`config.mk`:
```
export PLATFORM = sky130hd
export DESIGN_NAME = power_save_clock_mode_control
export DESIGN_NICKNAME = d
export VERILOG_FILES = /design/src/inc/power_save_clock_pkg.sv /design/src/logic/power_save_clock_mode_control.sv
export VERILOG_INCLUDE_DIRS = /design/src /design/src/inc
export SDC_FILE = /design/constraint.sdc
export NUM_CORES = 1
export LEC_CHECK = 0
export BUFFER_PORTS_ARGS = -buffer_cell sky130_fd_sc_hd__buf_2
export CAP_MARGIN = 10
export CORE_AREA = 2 2 102 104
export DETAILED_ROUTE_END_ITERATION = 12
export DIE_AREA = 0 0 104 106
export PLACE_DENSITY = 0.66
export REMOVE_ABC_BUFFERS = 1
export SLEW_MARGIN = 20
export SYNTH_ARGS = -nofsm -noshare
export SYNTH_HDL_FRONTEND = slang
export SYNTH_SLANG_ARGS = --single-unit
export TNS_END_PERCENT = 50
```
`constraint.sdc`:
```
create_clock -name hclk -period 4.9 [get_ports hclk]
set_input_delay 0 -clock hclk [delete_from_list [all_inputs] [get_ports hclk]]
set_output_delay 0 -clock hclk [all_outputs]
set_load 0.005 [all_outputs]
```
`src/inc/power_save_clock_regs.svh`:
```
// register offsets, field positions, reset values and counts of the
// power save clock mode controller; included by the module only
`ifndef POWER_SAVE_CLOCK_REGS_SVH
`define POWER_SAVE_CLOCK_REGS_SVH

`define PSM_OFF_CTRL 12'h000
`define PSM_OFF_STATUS 12'h004
`define PSM_OFF_POWER 12'h008

`define PSM_CTRL_RESET 8'h40
`define PSM_BIT_SLOW_ON 7
`define PSM_BIT_FAST_ON 6
`define PSM_BIT_IDLE_SEL 5
`define PSM_BIT_CORE_SEL 4
`define PSM_BIT_RSVD 3

`define PSM_STAT_PEND 4
`define PSM_PWR_HALT 0
`define PSM_PWR_IDLE 1

`define PSM_INSTR_DIV 5
`define PSM_TIMER_W 17
`define PSM_TAP_BASE 12
`define PSM_TAP_MAX 4
`define PSM_PRESET_HI 12'h00F
`define PSM_SWITCH_EDGES 2

`endif

```
`src/inc/power_save_clock_pkg.sv`:
```
// types shared by the power save clock mode controller
// assumes nothing of its surroundings
package power_save_clock_pkg;

    typedef enum logic [1:0] {
        MODE_HIGH = 2'b00,
        MODE_DUAL = 2'b01,
        MODE_LOW = 2'b10
    } mode_type;

    typedef enum logic [1:0] {
        CLK_FAST = 2'b00,
        CLK_TO_SLOW = 2'b01,
        CLK_SLOW = 2'b10,
        CLK_TO_FAST = 2'b11
    } clk_state_type;

    typedef enum logic [1:0] {
        PS_RUN = 2'b00,
        PS_HALT = 2'b01,
        PS_IDLE = 2'b10
    } power_state_type;

endpackage : power_save_clock_pkg

```
`src/logic/power_save_clock_mode_control.sv`:
```
// power save mode control register, mode decode, illegal mode reset,
// idle timer with window select, halt/idle control, core clock gating
// assumes an ahb-lite master on hclk (fast oscillator) and a slow
// oscillator and wake-up level arriving asynchronously on pins
`timescale 1ns/1ps
`include "power_save_clock_regs.svh"

// Summary of operation
// - any reset loads the control register with 40 hex.
// - bit 7 switches the slow oscillator on or off.
// - bit 6 switches the fast oscillator on or off.
// - bit 5 picks idle timer clock: 0 fast, 1 slow.
// - bit 4 picks core clock: 0 fast, 1 slow.
// - select pair 00 high speed, 10 dual clock, 11 low speed.
// - pair 01 is invalid; no legal nibble holds it, so writing it raises internal reset.
// - only five upper nibble patterns are legal.
// - any other upper nibble raises an internal reset.
// - that reset presets idle timer to 00Fx, lasting 241-256 instruction cycles.
// - bits 2-0 carry the idle interval select to the idle timer.
// - three operating modes, each with halt and idle.
// - halt stops core and peripherals; option input permits halt.
// - idle keeps oscillator and idle timer running.
// - power save modes keep all state except the idle timer.
// - interval field picks 4k to 64k window; reset picks 4k.
module power_save_clock_mode_control
    import power_save_clock_pkg::*;
#(
    parameter int INSTR_DIV = `PSM_INSTR_DIV,
    parameter int SWITCH_EDGES = `PSM_SWITCH_EDGES
) (
    input wire logic hclk,
    input wire logic hresetn,
    input wire logic hsel,
    input wire logic [11:0] haddr,
    input wire logic [1:0] htrans,
    input wire logic hwrite,
    input wire logic [2:0] hsize,
    input wire logic [31:0] hwdata,
    input wire logic hready,
    output logic [31:0] hrdata,
    output logic hreadyout,
    output logic hresp,
    input wire logic slow_osc_clock,
    input wire logic wakeup_pin,
    input wire logic halt_option_enable,
    output logic slow_osc_on,
    output logic fast_osc_on,
    output logic idle_timer_clock_sel,
    output logic core_clock_sel,
    output logic [2:0] idle_interval_sel,
    output logic core_fast_gate,
    output logic core_slow_gate,
    output logic core_run,
    output logic periph_run,
    output logic internal_reset_n,
    output logic idle_window_tick
);

    logic [7:0] ctrl_q;
    logic [7:0] ctrl_d;
    logic wr_pend_q;
    logic [11:0] wr_addr_q;
    logic [31:0] rdata_q;
    logic slow_s1_q;
    logic slow_s2_q;
    logic slow_s3_q;
    logic wake_s1_q;
    logic wake_s2_q;
    logic [7:0] div_q;
    logic fast_tick;
    logic slow_edge;
    logic timer_tick;
    logic [`PSM_TIMER_W-1:0] timer_q;
    logic [`PSM_TIMER_W-1:0] tap_mask;
    logic window_hit;
    logic ireset_q;
    logic ireset_start;
    logic pend_q;
    logic tick_q;
    mode_type mode;
    clk_state_type clk_q;
    logic [1:0] edge_cnt_q;
    power_state_type ps_q;
    logic halt_req;
    logic idle_req;
    logic pend_clr;
    logic ctrl_wr;
    logic addr_ok;

    // ---------------- ahb-lite slave ----------------
    assign addr_ok = hsel && hready && htrans[1];

    always_ff @(posedge hclk or negedge hresetn) begin
        if (!hresetn) begin
            wr_pend_q <= 1'b0;
            wr_addr_q <= 12'h000;
        end else begin
            wr_pend_q <= addr_ok && hwrite;
            if (addr_ok) begin
                wr_addr_q <= haddr;
            end
        end
    end

    // read data is captured in the address phase and stands in the
    // data phase; unmapped words read as zero
    always_ff @(posedge hclk or negedge hresetn) begin
        if (!hresetn) begin
            rdata_q <= 32'h00000000;
        end else if (addr_ok && !hwrite) begin
            if (haddr[11:2] == 10'(`PSM_OFF_CTRL >> 2)) begin
                rdata_q <= {24'h000000, ctrl_q};
            end else if (haddr[11:2] == 10'(`PSM_OFF_STATUS >> 2)) begin
                rdata_q <= {27'h0, pend_q, ps_q, mode};
            end else if (haddr[11:2] == 10'(`PSM_OFF_POWER >> 2)) begin
                rdata_q <= {30'h0, ps_q == PS_IDLE,
                            ps_q == PS_HALT};
            end else begin
                rdata_q <= 32'h00000000;
            end
        end
    end

    assign hrdata = rdata_q;
    assign hreadyout = 1'b1;
    assign hresp = 1'b0;

    assign ctrl_wr = wr_pend_q && !ireset_q &&
                     wr_addr_q[11:2] == 10'(`PSM_OFF_CTRL >> 2);
    assign pend_clr = wr_pend_q &&
                      wr_addr_q[11:2] == 10'(`PSM_OFF_STATUS >> 2) &&
                      hwdata[`PSM_STAT_PEND];
    assign halt_req = wr_pend_q && !ireset_q &&
                      wr_addr_q[11:2] == 10'(`PSM_OFF_POWER >> 2) &&
                      hwdata[`PSM_PWR_HALT];
    assign idle_req = wr_pend_q && !ireset_q &&
                      wr_addr_q[11:2] == 10'(`PSM_OFF_POWER >> 2) &&
                      hwdata[`PSM_PWR_IDLE];

    // ---------------- control register ----------------
    // reserved bit is stored as zero whatever is written
    assign ctrl_d = {hwdata[7:4], 1'b0, hwdata[2:0]};

    function automatic logic nibble_legal(input logic [3:0] n);
        // legal: 0100, 1100, 1110, 1111, 1011
        nibble_legal = (n == 4'h4) || (n == 4'hC) || (n == 4'hE) ||
                       (n == 4'hF) || (n == 4'hB);
    endfunction : nibble_legal

    // illegal nibble written: start internal reset
    assign ireset_start = ctrl_wr && !nibble_legal(ctrl_d[7:4]);

    always_ff @(posedge hclk or negedge hresetn) begin
        if (!hresetn) begin
            ctrl_q <= `PSM_CTRL_RESET;
        end else if (ireset_start) begin
            ctrl_q <= `PSM_CTRL_RESET;
        end else if (ctrl_wr) begin
            ctrl_q <= ctrl_d;
        end
    end

    assign slow_osc_on = ctrl_q[`PSM_BIT_SLOW_ON];
    assign fast_osc_on = ctrl_q[`PSM_BIT_FAST_ON];
    assign idle_timer_clock_sel = ctrl_q[`PSM_BIT_IDLE_SEL];
    assign core_clock_sel = ctrl_q[`PSM_BIT_CORE_SEL];
    assign idle_interval_sel = ctrl_q[2:0];

    // mode decode; pair 01 is treated as low speed
    always_comb begin
        case ({ctrl_q[`PSM_BIT_IDLE_SEL], ctrl_q[`PSM_BIT_CORE_SEL]})
            2'b00: mode = MODE_HIGH;
            2'b10: mode = MODE_DUAL;
            default: mode = MODE_LOW;
        endcase
    end

    // ---------------- synchronisers and ticks ----------------
    always_ff @(posedge hclk or negedge hresetn) begin
        if (!hresetn) begin
            slow_s1_q <= 1'b0;
            slow_s2_q <= 1'b0;
            slow_s3_q <= 1'b0;
            wake_s1_q <= 1'b0;
            wake_s2_q <= 1'b0;
        end else begin
            slow_s1_q <= slow_osc_clock;
            slow_s2_q <= slow_s1_q;
            slow_s3_q <= slow_s2_q;
            wake_s1_q <= wakeup_pin;
            wake_s2_q <= wake_s1_q;
        end
    end

    assign slow_edge = slow_s2_q && !slow_s3_q && slow_osc_on;

    // instruction cycle tick from the fast oscillator
    always_ff @(posedge hclk or negedge hresetn) begin
        if (!hresetn) begin
            div_q <= 8'h00;
        end else if (div_q == 8'(INSTR_DIV - 1)) begin
            div_q <= 8'h00;
        end else begin
            div_q <= div_q + 8'h01;
        end
    end

    assign fast_tick = (div_q == 8'(INSTR_DIV - 1)) && fast_osc_on;

    // internal reset always counts instruction cycles; halt freezes
    // the timer, idle keeps it running
    assign timer_tick = ireset_q ? fast_tick :
                        (ps_q == PS_HALT) ? 1'b0 :
                        idle_timer_clock_sel ? slow_edge : fast_tick;

    // ---------------- idle timer ----------------
    // window taps 4k..64k; codes above 64k use the 64k tap
    always_comb begin
        tap_mask = '0;
        for (int i = 0; i < `PSM_TIMER_W; i++) begin
            if (i < `PSM_TAP_BASE + ((idle_interval_sel > 3'(`PSM_TAP_MAX))
                ? `PSM_TAP_MAX : int'(idle_interval_sel))) begin
                tap_mask[i] = 1'b1;
            end
        end
    end

    // selected bit toggles on the decrement from an all-zero low part
    assign window_hit = timer_tick && ((timer_q & tap_mask) == '0);

    always_ff @(posedge hclk or negedge hresetn) begin
        if (!hresetn) begin
            timer_q <= '0;
        end else if (ireset_start) begin
            // preset to 00Fx, keeping the running low nibble
            timer_q <= {1'b0, `PSM_PRESET_HI, timer_q[3:0]};
        end else if (timer_tick) begin
            timer_q <= timer_q - 1'b1;
        end
    end

    // internal reset lasts until the preset timer underflows
    always_ff @(posedge hclk or negedge hresetn) begin
        if (!hresetn) begin
            ireset_q <= 1'b0;
        end else if (ireset_start) begin
            ireset_q <= 1'b1;
        end else if (ireset_q && fast_tick && timer_q == '0) begin
            ireset_q <= 1'b0;
        end
    end

    assign internal_reset_n = !ireset_q;

    // window pending flag; a new hit wins over a clear in the same cycle
    always_ff @(posedge hclk or negedge hresetn) begin
        if (!hresetn) begin
            pend_q <= 1'b0;
            tick_q <= 1'b0;
        end else begin
            tick_q <= window_hit && !ireset_q;
            if (window_hit && !ireset_q) begin
                pend_q <= 1'b1;
            end else if (pend_clr) begin
                pend_q <= 1'b0;
            end
        end
    end

    assign idle_window_tick = tick_q;

    // ---------------- glitch-free core clock switch ----------------
    // break before make outside internal reset, which goes straight to fast: the old gate closes, then the new one opens
    // only after a number of synchronised slow edges, or of hclk cycles when going back to fast with the slow oscillator off
    always_ff @(posedge hclk or negedge hresetn) begin
        if (!hresetn) begin
            clk_q <= CLK_FAST;
            edge_cnt_q <= 2'b00;
        end else if (ireset_q) begin
            clk_q <= CLK_FAST;
            edge_cnt_q <= 2'b00;
        end else begin
            case (clk_q)
                CLK_FAST: begin
                    edge_cnt_q <= 2'b00;
                    if (core_clock_sel) begin
                        clk_q <= CLK_TO_SLOW;
                    end
                end
                CLK_TO_SLOW: begin
                    if (slow_edge) begin
                        edge_cnt_q <= edge_cnt_q + 2'b01;
                    end
                    if (edge_cnt_q == 2'(SWITCH_EDGES)) begin
                        clk_q <= CLK_SLOW;
                    end
                end
                CLK_SLOW: begin
                    edge_cnt_q <= 2'b00;
                    if (!core_clock_sel) begin
                        clk_q <= CLK_TO_FAST;
                    end
                end
                default: begin
                    if (slow_edge || !slow_osc_on) begin
                        edge_cnt_q <= edge_cnt_q + 2'b01;
                    end
                    if (edge_cnt_q == 2'(SWITCH_EDGES)) begin
                        clk_q <= CLK_FAST;
                    end
                end
            endcase
        end
    end

    assign core_fast_gate = (clk_q == CLK_FAST);
    assign core_slow_gate = (clk_q == CLK_SLOW);

    // ---------------- halt and idle ----------------
    // available in every operating mode; halt only if the option
    // permits it
    always_ff @(posedge hclk or negedge hresetn) begin
        if (!hresetn) begin
            ps_q <= PS_RUN;
        end else if (ireset_q) begin
            ps_q <= PS_RUN;
        end else begin
            case (ps_q)
                PS_RUN: begin
                    if (halt_req && halt_option_enable) begin
                        ps_q <= PS_HALT;
                    end else if (idle_req) begin
                        ps_q <= PS_IDLE;
                    end
                end
                PS_HALT: begin
                    if (wake_s2_q) begin
                        ps_q <= PS_RUN;
                    end
                end
                PS_IDLE: begin
                    if (wake_s2_q || window_hit) begin
                        ps_q <= PS_RUN;
                    end
                end
                default: ps_q <= PS_RUN;
            endcase
        end
    end

    // power save only gates enables; register state is kept
    always_ff @(posedge hclk or negedge hresetn) begin
        if (!hresetn) begin
            core_run <= 1'b0;
            periph_run <= 1'b0;
        end else begin
            core_run <= !ireset_q && ps_q == PS_RUN;
            periph_run <= !ireset_q && ps_q != PS_HALT;
        end
    end

endmodule : power_save_clock_mode_control

```
==> run_results.csv, run 1 <==
group,metric,value,unit
outcome,status,"finished, final reports clean",
logic_synthesis,synth_top_area_share,48.5,%
logic_synthesis,yosys_register_bits,67,
placement,port_buffers,46,
floorplanning,core.rowCount,37,
grt,antenna_found_initial,0,
sta,slew_headroom,44.4,%
sta,report.final.hold_viol_count,0,
cts,cts.repair.resized,0,
floorplanning,initial_core_util,34.0,%
layout,final_cell_mix,"dfrtp_1 (66), buf_2 (46), nand2_1 (33)",
hold_path,hold_class,"input pin to register",
sta,slew_viol_final,0,
placement,dp_hpwl,5110,µm
grt,grt-busiest-layer,"met2",
logic_synthesis,synth.area.top_cells,"dfrtp_1 (49%), buf_4 (6.0%), mux2_2 (4.0%)",
layout,n_antenna_cell,0,
floorplanning,ios,104,
logic_synthesis,synthFlopType,"dfrtp_1",
logic_synthesis,synth_top_area_cell,"dfrtp_1",
drt,drc,0,
cts,cts_root_buf,"clkbuf_8",
setup_path,worstPathArrival,2.71,ns
layout,final_common_cell,"dfrtp_1",
cts,clock_latency,0.34,ns
floorplanning,fp.dieArea,11000,µm²
logic_synthesis,syn_inst,337,
placement,gp_congestion,0.788,
floorplanning,die_h,106,µm
cts,post_cts_buffers,0,
layout,drive_gt1_share,20.5,%
setup_path,critPathRequiredTime,5.18,ns
setup_path,path_class,"register to register",
cts,h-tree-depth,3,
setup_path,crit_buf_inv,0,
sta,finalCriticalPeriod,2.44,ns
setup_path,cp-start-kind,"register",
drt,routed_via_density,4.89,
drt,ant_nets,0,
run,max_cap_viol_count,0,
setup_path,path_cells,"nor4_1 -> nand4b_1 -> or3_1 -> nor2_1 -> or3b_1",
logic_synthesis,post_synth_num_cell_types,51,
grt,use_met1,17.8,%
drt,num_vias,2692,
setup_path,end_kind,"register",
drt,drt_iter0_markers,176,
sta,layout_setup_ws,2.46,ns
drt,wl_per_cell,13.2,µm
sta,setup_viol,0,
grt,grt_overflow,0,
drt,wirelength,7280,µm
cts,clock-sinks,67,
drt,drt_first_pass_iters,4,
sta,rsz0062_at_grt,"false",
logic_synthesis,synth_edf_count,0,
power,p_per_area,324,nW/µm²
grt,grtUsageMet2,22.1,%
logic_synthesis,netlist_area,3400,µm²
placement,pre_cts_slack,2.49,ns
sta,tightest_slew,0.834,ns
logic_synthesis,yosys_warnings,0,
floorplanning,chipWidth,104,µm
setup_path,max_stage_delay,0.63,ns
layout,final_nets,474,
grt,grt_use_total,13.7,%
sta,clock.fmax,411,MHz
power,leakagePower,0.00186,µW
power,vdd_ir_drop_max,0.000144,V
grt,grt_pass1_wl,12300,µm
setup_path,cp_top_family,"simple AND/OR/NAND/NOR gates",
grt,grt_pass1_vias,2613,
sta,tns,0,ns
cts,cts_tree,"built",
layout,area_growth,21.0,%
sta,clock-skew-final,0.00966,ns
power,power,1330,µW
grt,grtUsageMet3,3.80,%
sta,fin_crit_sh,49.7,%
logic_synthesis,syn_avg_cell_area,10.1,µm²
grt,grt_max_degree,68,
logic_synthesis,synthArstFlopShare,100,%
cts,path_clk_slew,0.07,ns
cts,clockBufferDepth,2,
setup_path,cp_max_fo,11,
logic_synthesis,seq_area_frac_synth,49.3,%
setup_path,slowest_stage,"nor2_1",
floorplanning,core_area,10000,µm²
cts,cts_buffers,9,
==> flip-flops by register name (all words and copies together) (netlist names), 2 cells and up <==
name and flops:
hrdata 8, ps_q 2, clk_q 2, div_q 8
ctrl_q 7, wr_addr_q 10, timer_q 17, edge_cnt_q 2
==> layout make-up <==
| class | count | area [µm²] |
|---|---|---|
| multi-input cells | 246 | 1530 |
| inverters | 14 | 52.6 |
| repair buffers | 71 | 475 |
| clock buffers | 11 | 131 |
| clock inverters | 5 | 77.6 |
| flip-flops and latches | 67 | 1680 |
| well taps | 136 | 170 |
| fillers | 999 | 5880 |
==> cells in the mapped netlist (6+ instances only) <==
cell      count
a21oi_1      15
nor3_1        8
mux2i_1       8
mux2_2       12
nand2_1      33
o21ai_0      22
buf_4        27
nand4b_1      6
nand3_1       8
dfrtp_1      66
nor2_1       24
ha_1          8
inv_1        14
nor4_1       10
o31ai_1       6
==> metal layers <==
layer	up-vias	part of all wire [%]
met3	11	4.9
met5	-	0
met2	68	48
met4	0	1.6
li1	1311	-
met1	1302	46
==> worst min-delay path, stage by stage <==
cell      delay (ns)
buf_2           0.10
nand4b_1        0.29
nand2_1         0.09
o21ai_0         0.06
==> report_power, final <==
| group | switching, µW | total (µW) | internal, µW |
|---|---|---|---|
| sequential | 48.3 | 650 | 602 |
| clock | 210 | 495 | 285 |
| combinational | 109 | 189 | 80.4 |
| total | 367 | 1330 | 967 |
==> kinds of logic (layout without fill, tap and decap cells) <==
| kind of cell | after synthesis | in the layout | synth area share, % |
|---|---|---|---|
| and+or+nand+nor | 122 | 122 | 19.5 |
| buffers and inverters | 48 | 101 | 8.35 |
| DFF | 67 | 67 | 49.3 |
| AOI/OAI and AO/OA | 63 | 63 | 11.6 |
| muxes | 20 | 20 | 6.33 |
| xor gates and xnor gates | 7 | 7 | 1.80 |
| other | 2 | 26 | 0.221 |
| adders and majority gates | 8 | 8 | 2.94 |
==> metrics by stage <==
stage | instance area [µm²] | std cells | utilization [%] | hold WS [ns]
6_report | 4120 | 550 | 41.2 | 0.240
3_3_place_gp | 3680 | 511 | 36.8 | 0.112
5_1_grt | 4120 | 550 | 41.2 | 0.260
4_1_cts | 4120 | 550 | 41.2 | 0.220
3_5_place_dp | 3680 | 511 | 36.8 | 0.109
2_1_floorplan | 3260 | 327 | - | -0.296
==> path summary, 6_finish.rpt <==
| kind | start | endpoint | slack [ns] | cells after the start |
|---|---|---|---|---|
| setup / recovery | wr_addr_q[7]$_DFFE_PN0P_ | timer_q[5]$_DFFE_PN0P_ | 2.46 | 5 |
| hold / removal | hready | hrdata[4]$_DFFE_PN0P_ | 0.24 | 4 |
| setup reg to reg | wr_addr_q[7]$_DFFE_PN0P_ | timer_q[5]$_DFFE_PN0P_ | 2.46 | 5 |
| hold reg to reg | wake_s1_q$_DFF_PN0_ | wake_s2_q$_DFF_PN0_ | 0.36 | 0 |
| max in group asynchronous | hresetn | timer_q[2]$_DFFE_PN0P_ | 3.97 | 3 |
| min in group asynchronous | hresetn | div_q[4]$_DFF_PN0_ | 0.37 | 3 |
==> timing repair <==
item                                    in CTS  in global routing
endpoints found under the setup margin       0                  0
hold buffers                                23                  0
hold endpoints to repair                    89                  0
No activity file was read; power rests on OpenSTA's default activity.
==> inputs of run 2 (changes only) <==
--- a/config.mk
+++ b/config.mk
@@ -6,12 +6,13 @@
 export SDC_FILE = /design/constraint.sdc
 export NUM_CORES = 1
 export LEC_CHECK = 0
+export ABC_AREA = 1
 export BUFFER_PORTS_ARGS = -buffer_cell sky130_fd_sc_hd__buf_2
 export CAP_MARGIN = 10
-export CORE_AREA = 2 2 102 104
+export CORE_AREA = 2 2 107 109
 export DETAILED_ROUTE_END_ITERATION = 12
-export DIE_AREA = 0 0 104 106
-export PLACE_DENSITY = 0.66
+export DIE_AREA = 0 0 109 111
+export PLACE_DENSITY = 0.65
 export REMOVE_ABC_BUFFERS = 1
 export SLEW_MARGIN = 20
 export SYNTH_ARGS = -nofsm -noshare
==> constraint.sdc (replaced) <==
create_clock -name hclk -period 2.5 [get_ports hclk]
set_input_delay 0 -clock hclk [delete_from_list [all_inputs] [get_ports hclk]]
set_output_delay 0 -clock hclk [all_outputs]
set_load 0.005 [all_outputs]
==> run 2 against run 1 <==
  * Routed wire length increased by 17%
  * Area after synthesis increased by 9.2%
  * Sequential power is 77% higher
  * Non-clock buffer count down 5
  * Hold slack got worse by 0.24 ns
  * Sequential cell count did not move
  * Synthesized cell count grew 44%
  * Worst setup slack lost 2.1 ns
  * Critical path type unchanged
  * Highest routed layer unchanged
==> run_results.csv, run 2 <==
group,metric,value,unit
logic_synthesis,synth.area.top_cells,"dfrtp_1 (44%), nand2_1 (13%), nor2_1 (6.4%)",
logic_synthesis,yosysMostFrequentCell,"nand2_1",
logic_synthesis,synth_common_cells,"nand2_1 (124), dfrtp_1 (66), nor2_1 (63), inv_1 (59), nand3_1 (37)",
grt,grt_pass1_wl,14400,µm
drt,ant_nets,0,
cts,clockBufferDepth,2,
setup_path,path_class,"register to register",
cts,cts_root_buf,"clkbuf_16",
setup_path,cp_max_fo,14,
floorplanning,core_area,11100,µm²
setup_path,cp-start-kind,"register",
sta,tightest_slew,0.707,ns
layout,final_cell_mix,"nand2_1 (124), dfrtp_1 (66), nor2_1 (63)",
sta,slew_viol_final,0,
power,vdd_ir_drop_max,0.000318,V
power,p_per_area,581,nW/µm²
hold_path,hold_class,"input pin to register",
layout,area_growth,21.0,%
layout,top_register,"timer_q",
floorplanning,core.rowCount,39,
placement,dp_hpwl,6240,µm
grt,antenna_found_initial,0,
layout,drive_gt1_share,14.5,%
cts,h-tree-depth,3,
sta,finalCriticalPeriod,2.12,ns
logic_synthesis,synthArstFlopShare,100,%
drt,num_vias,3298,
grt,use_met1,19.6,%
drt,drt_first_pass_iters,4,
power,power,2610,µW
grt,grt_max_degree,38,
logic_synthesis,synth_top_area_share,44.5,%
setup_path,critPathRequiredTime,2.77,ns
floorplanning,chipWidth,109,µm
layout,fillers,1120,
layout,final_common_cell,"nand2_1",
layout,multi_input_area,1670,µm²
cts,path_clk_slew,0.06,ns
sta,fin_crit_sh,85.0,%
cts,cts_tree,"built",
outcome,status,"finished, final reports clean",
drt,wirelength,8480,µm
layout,post-route-util,40.6,%
logic_synthesis,yosys_warnings,0,
drt,drc,0,
floorplanning,initial_core_util,33.5,%
logic_synthesis,netlist_area,3710,µm²
logic_synthesis,syn_avg_cell_area,7.68,µm²
grt,grtUsageMet2,24.1,%
layout,final_nets,619,
grt,grt_overflow,0,
grt,grt_use_total,15.1,%
setup_path,worstPathArrival,2.40,ns
sta,slew_headroom,52.9,%
cts,clock-sinks,67,
sta,tns,0,ns
layout,top_regs,"timer_q x17, wr_addr_q x10",
placement,port_buffers,46,
logic_synthesis,syn_inst,484,
sta,clock-skew-final,0.00505,ns
logic_synthesis,synthFlopType,"dfrtp_1",
placement,gp_congestion,0.855,
layout,n_antenna_cell,0,
floorplanning,fp.dieArea,12100,µm²
floorplanning,die_h,111,µm
logic_synthesis,post_synth_num_cell_types,36,
drt,wl_per_cell,12.1,µm
logic_synthesis,synth_top_area_cell,"dfrtp_1",
cts,cts_buffers,9,
layout,largest_reg_flops,17,
grt,grt_pass1_vias,3118,
sta,setup_viol,0,
setup_path,end_kind,"register",
floorplanning,ios,104,
logic_synthesis,seq_area_frac_synth,45.2,%
sta,report.final.hold_viol_count,0,
grt,grt-busiest-layer,"met2",
cts,post_cts_buffers,0,
setup_path,rrSetupSlack,0.38,ns
power,leakagePower,0.00234,µW
cts,cts.repair.resized,0,
cts,clock_latency,0.33,ns
logic_synthesis,yosys_register_bits,67,
drt,drt_iter0_markers,132,
drt,routed_via_density,4.70,
run,max_cap_viol_count,0,
sta,rsz0062_at_grt,"false",
logic_synthesis,synth_edf_count,0,
layout,ff_latch_area,1680,µm²
sta,clock.fmax,471,MHz
grt,grtUsageMet3,2.53,%
==> run 2: kinds of logic (layout without fill, tap and decap cells) <==
kind of cell | after synthesis | in the layout | share of synthesized area (%)
other cells | 2 | 26 | 0.202
mux | 2 | 2 | 0.606
compound gates | 43 | 43 | 6.64
buf+inv | 94 | 145 | 12.4
xor+xnor | 5 | 5 | 1.18
flops | 67 | 67 | 45.2
fa+ha+maj | 8 | 8 | 2.69
simple gates | 263 | 263 | 31.1
==> run 2: worst paths after layout <==
kind	startpoint	to	depth (start not counted)
max in group asynchronous	hresetn	ctrl_q[6]$_DFFE_PN1P_	3
hold reg to reg	slow_s1_q$_DFF_PN0_	slow_s2_q$_DFF_PN0_	0
setup / recovery	wr_addr_q[11]$_DFFE_PN0P_	ctrl_q[5]$_DFFE_PN0P_	6
min in group asynchronous	hresetn	timer_q[2]$_DFFE_PN0P_	2
hold / removal	hwdata[1]	ctrl_q[1]$_DFFE_PN0P_	3
setup reg to reg	wr_addr_q[11]$_DFFE_PN0P_	ctrl_q[5]$_DFFE_PN0P_	6
==> run 2: critical path, cell delays in order, from the launching register on <==
cell and delay [ns]:
dfrtp_1 0.37, nor2_1 0.21, nand2_1 0.12, nor2_2 0.22, nand2_1 0.30, o31ai_1 0.27, dlygate4sd3_1 0.58
==> run 2: where the power goes <==
group,switching (µW),internal [µW],total (µW)
combinational,114,77.9,191
clock,474,794,1270
sequential,26.5,1130,1150
==> run 2: timing repair <==
action                                  4_1_cts  5_1_grt
endpoints found under the setup margin        0        0
hold buffers                                 19        0
hold endpoints to repair                     47        0
==> run 2: per-layer routing <==
metal  share of wire, %  wire length [µm]  up-vias
met5                  0                 0        -
met4                1.4               118        0
met3                3.6               304        8
met2                 49              4120       73
met1                 46              3940     1588
li1                   -                 -     1629
==> run 2: final cells by class <==
type	count	area share [%]
inverters	63	5.26
clock buffers	11	5.40
multi-input cells	347	37.1
flip-flops and latches	67	37.3
repair buffers	66	9.80
well taps	143	3.98
clock inverters	5	1.17
==> run 2: per-stage QoR <==
step           setup WS (ns)  cells  hold slack (ns)  cell area [µm²]
6_report               0.376    702         0.000166             4500
2_1_floorplan          0.868    477           -0.296             3580
5_1_grt                0.144    702           0.0158             4500
3_5_place_dp           0.570    667           0.0937             4010
4_1_cts                0.379    702         0.000570             4500
3_3_place_gp           0.622    667           0.0894             4010
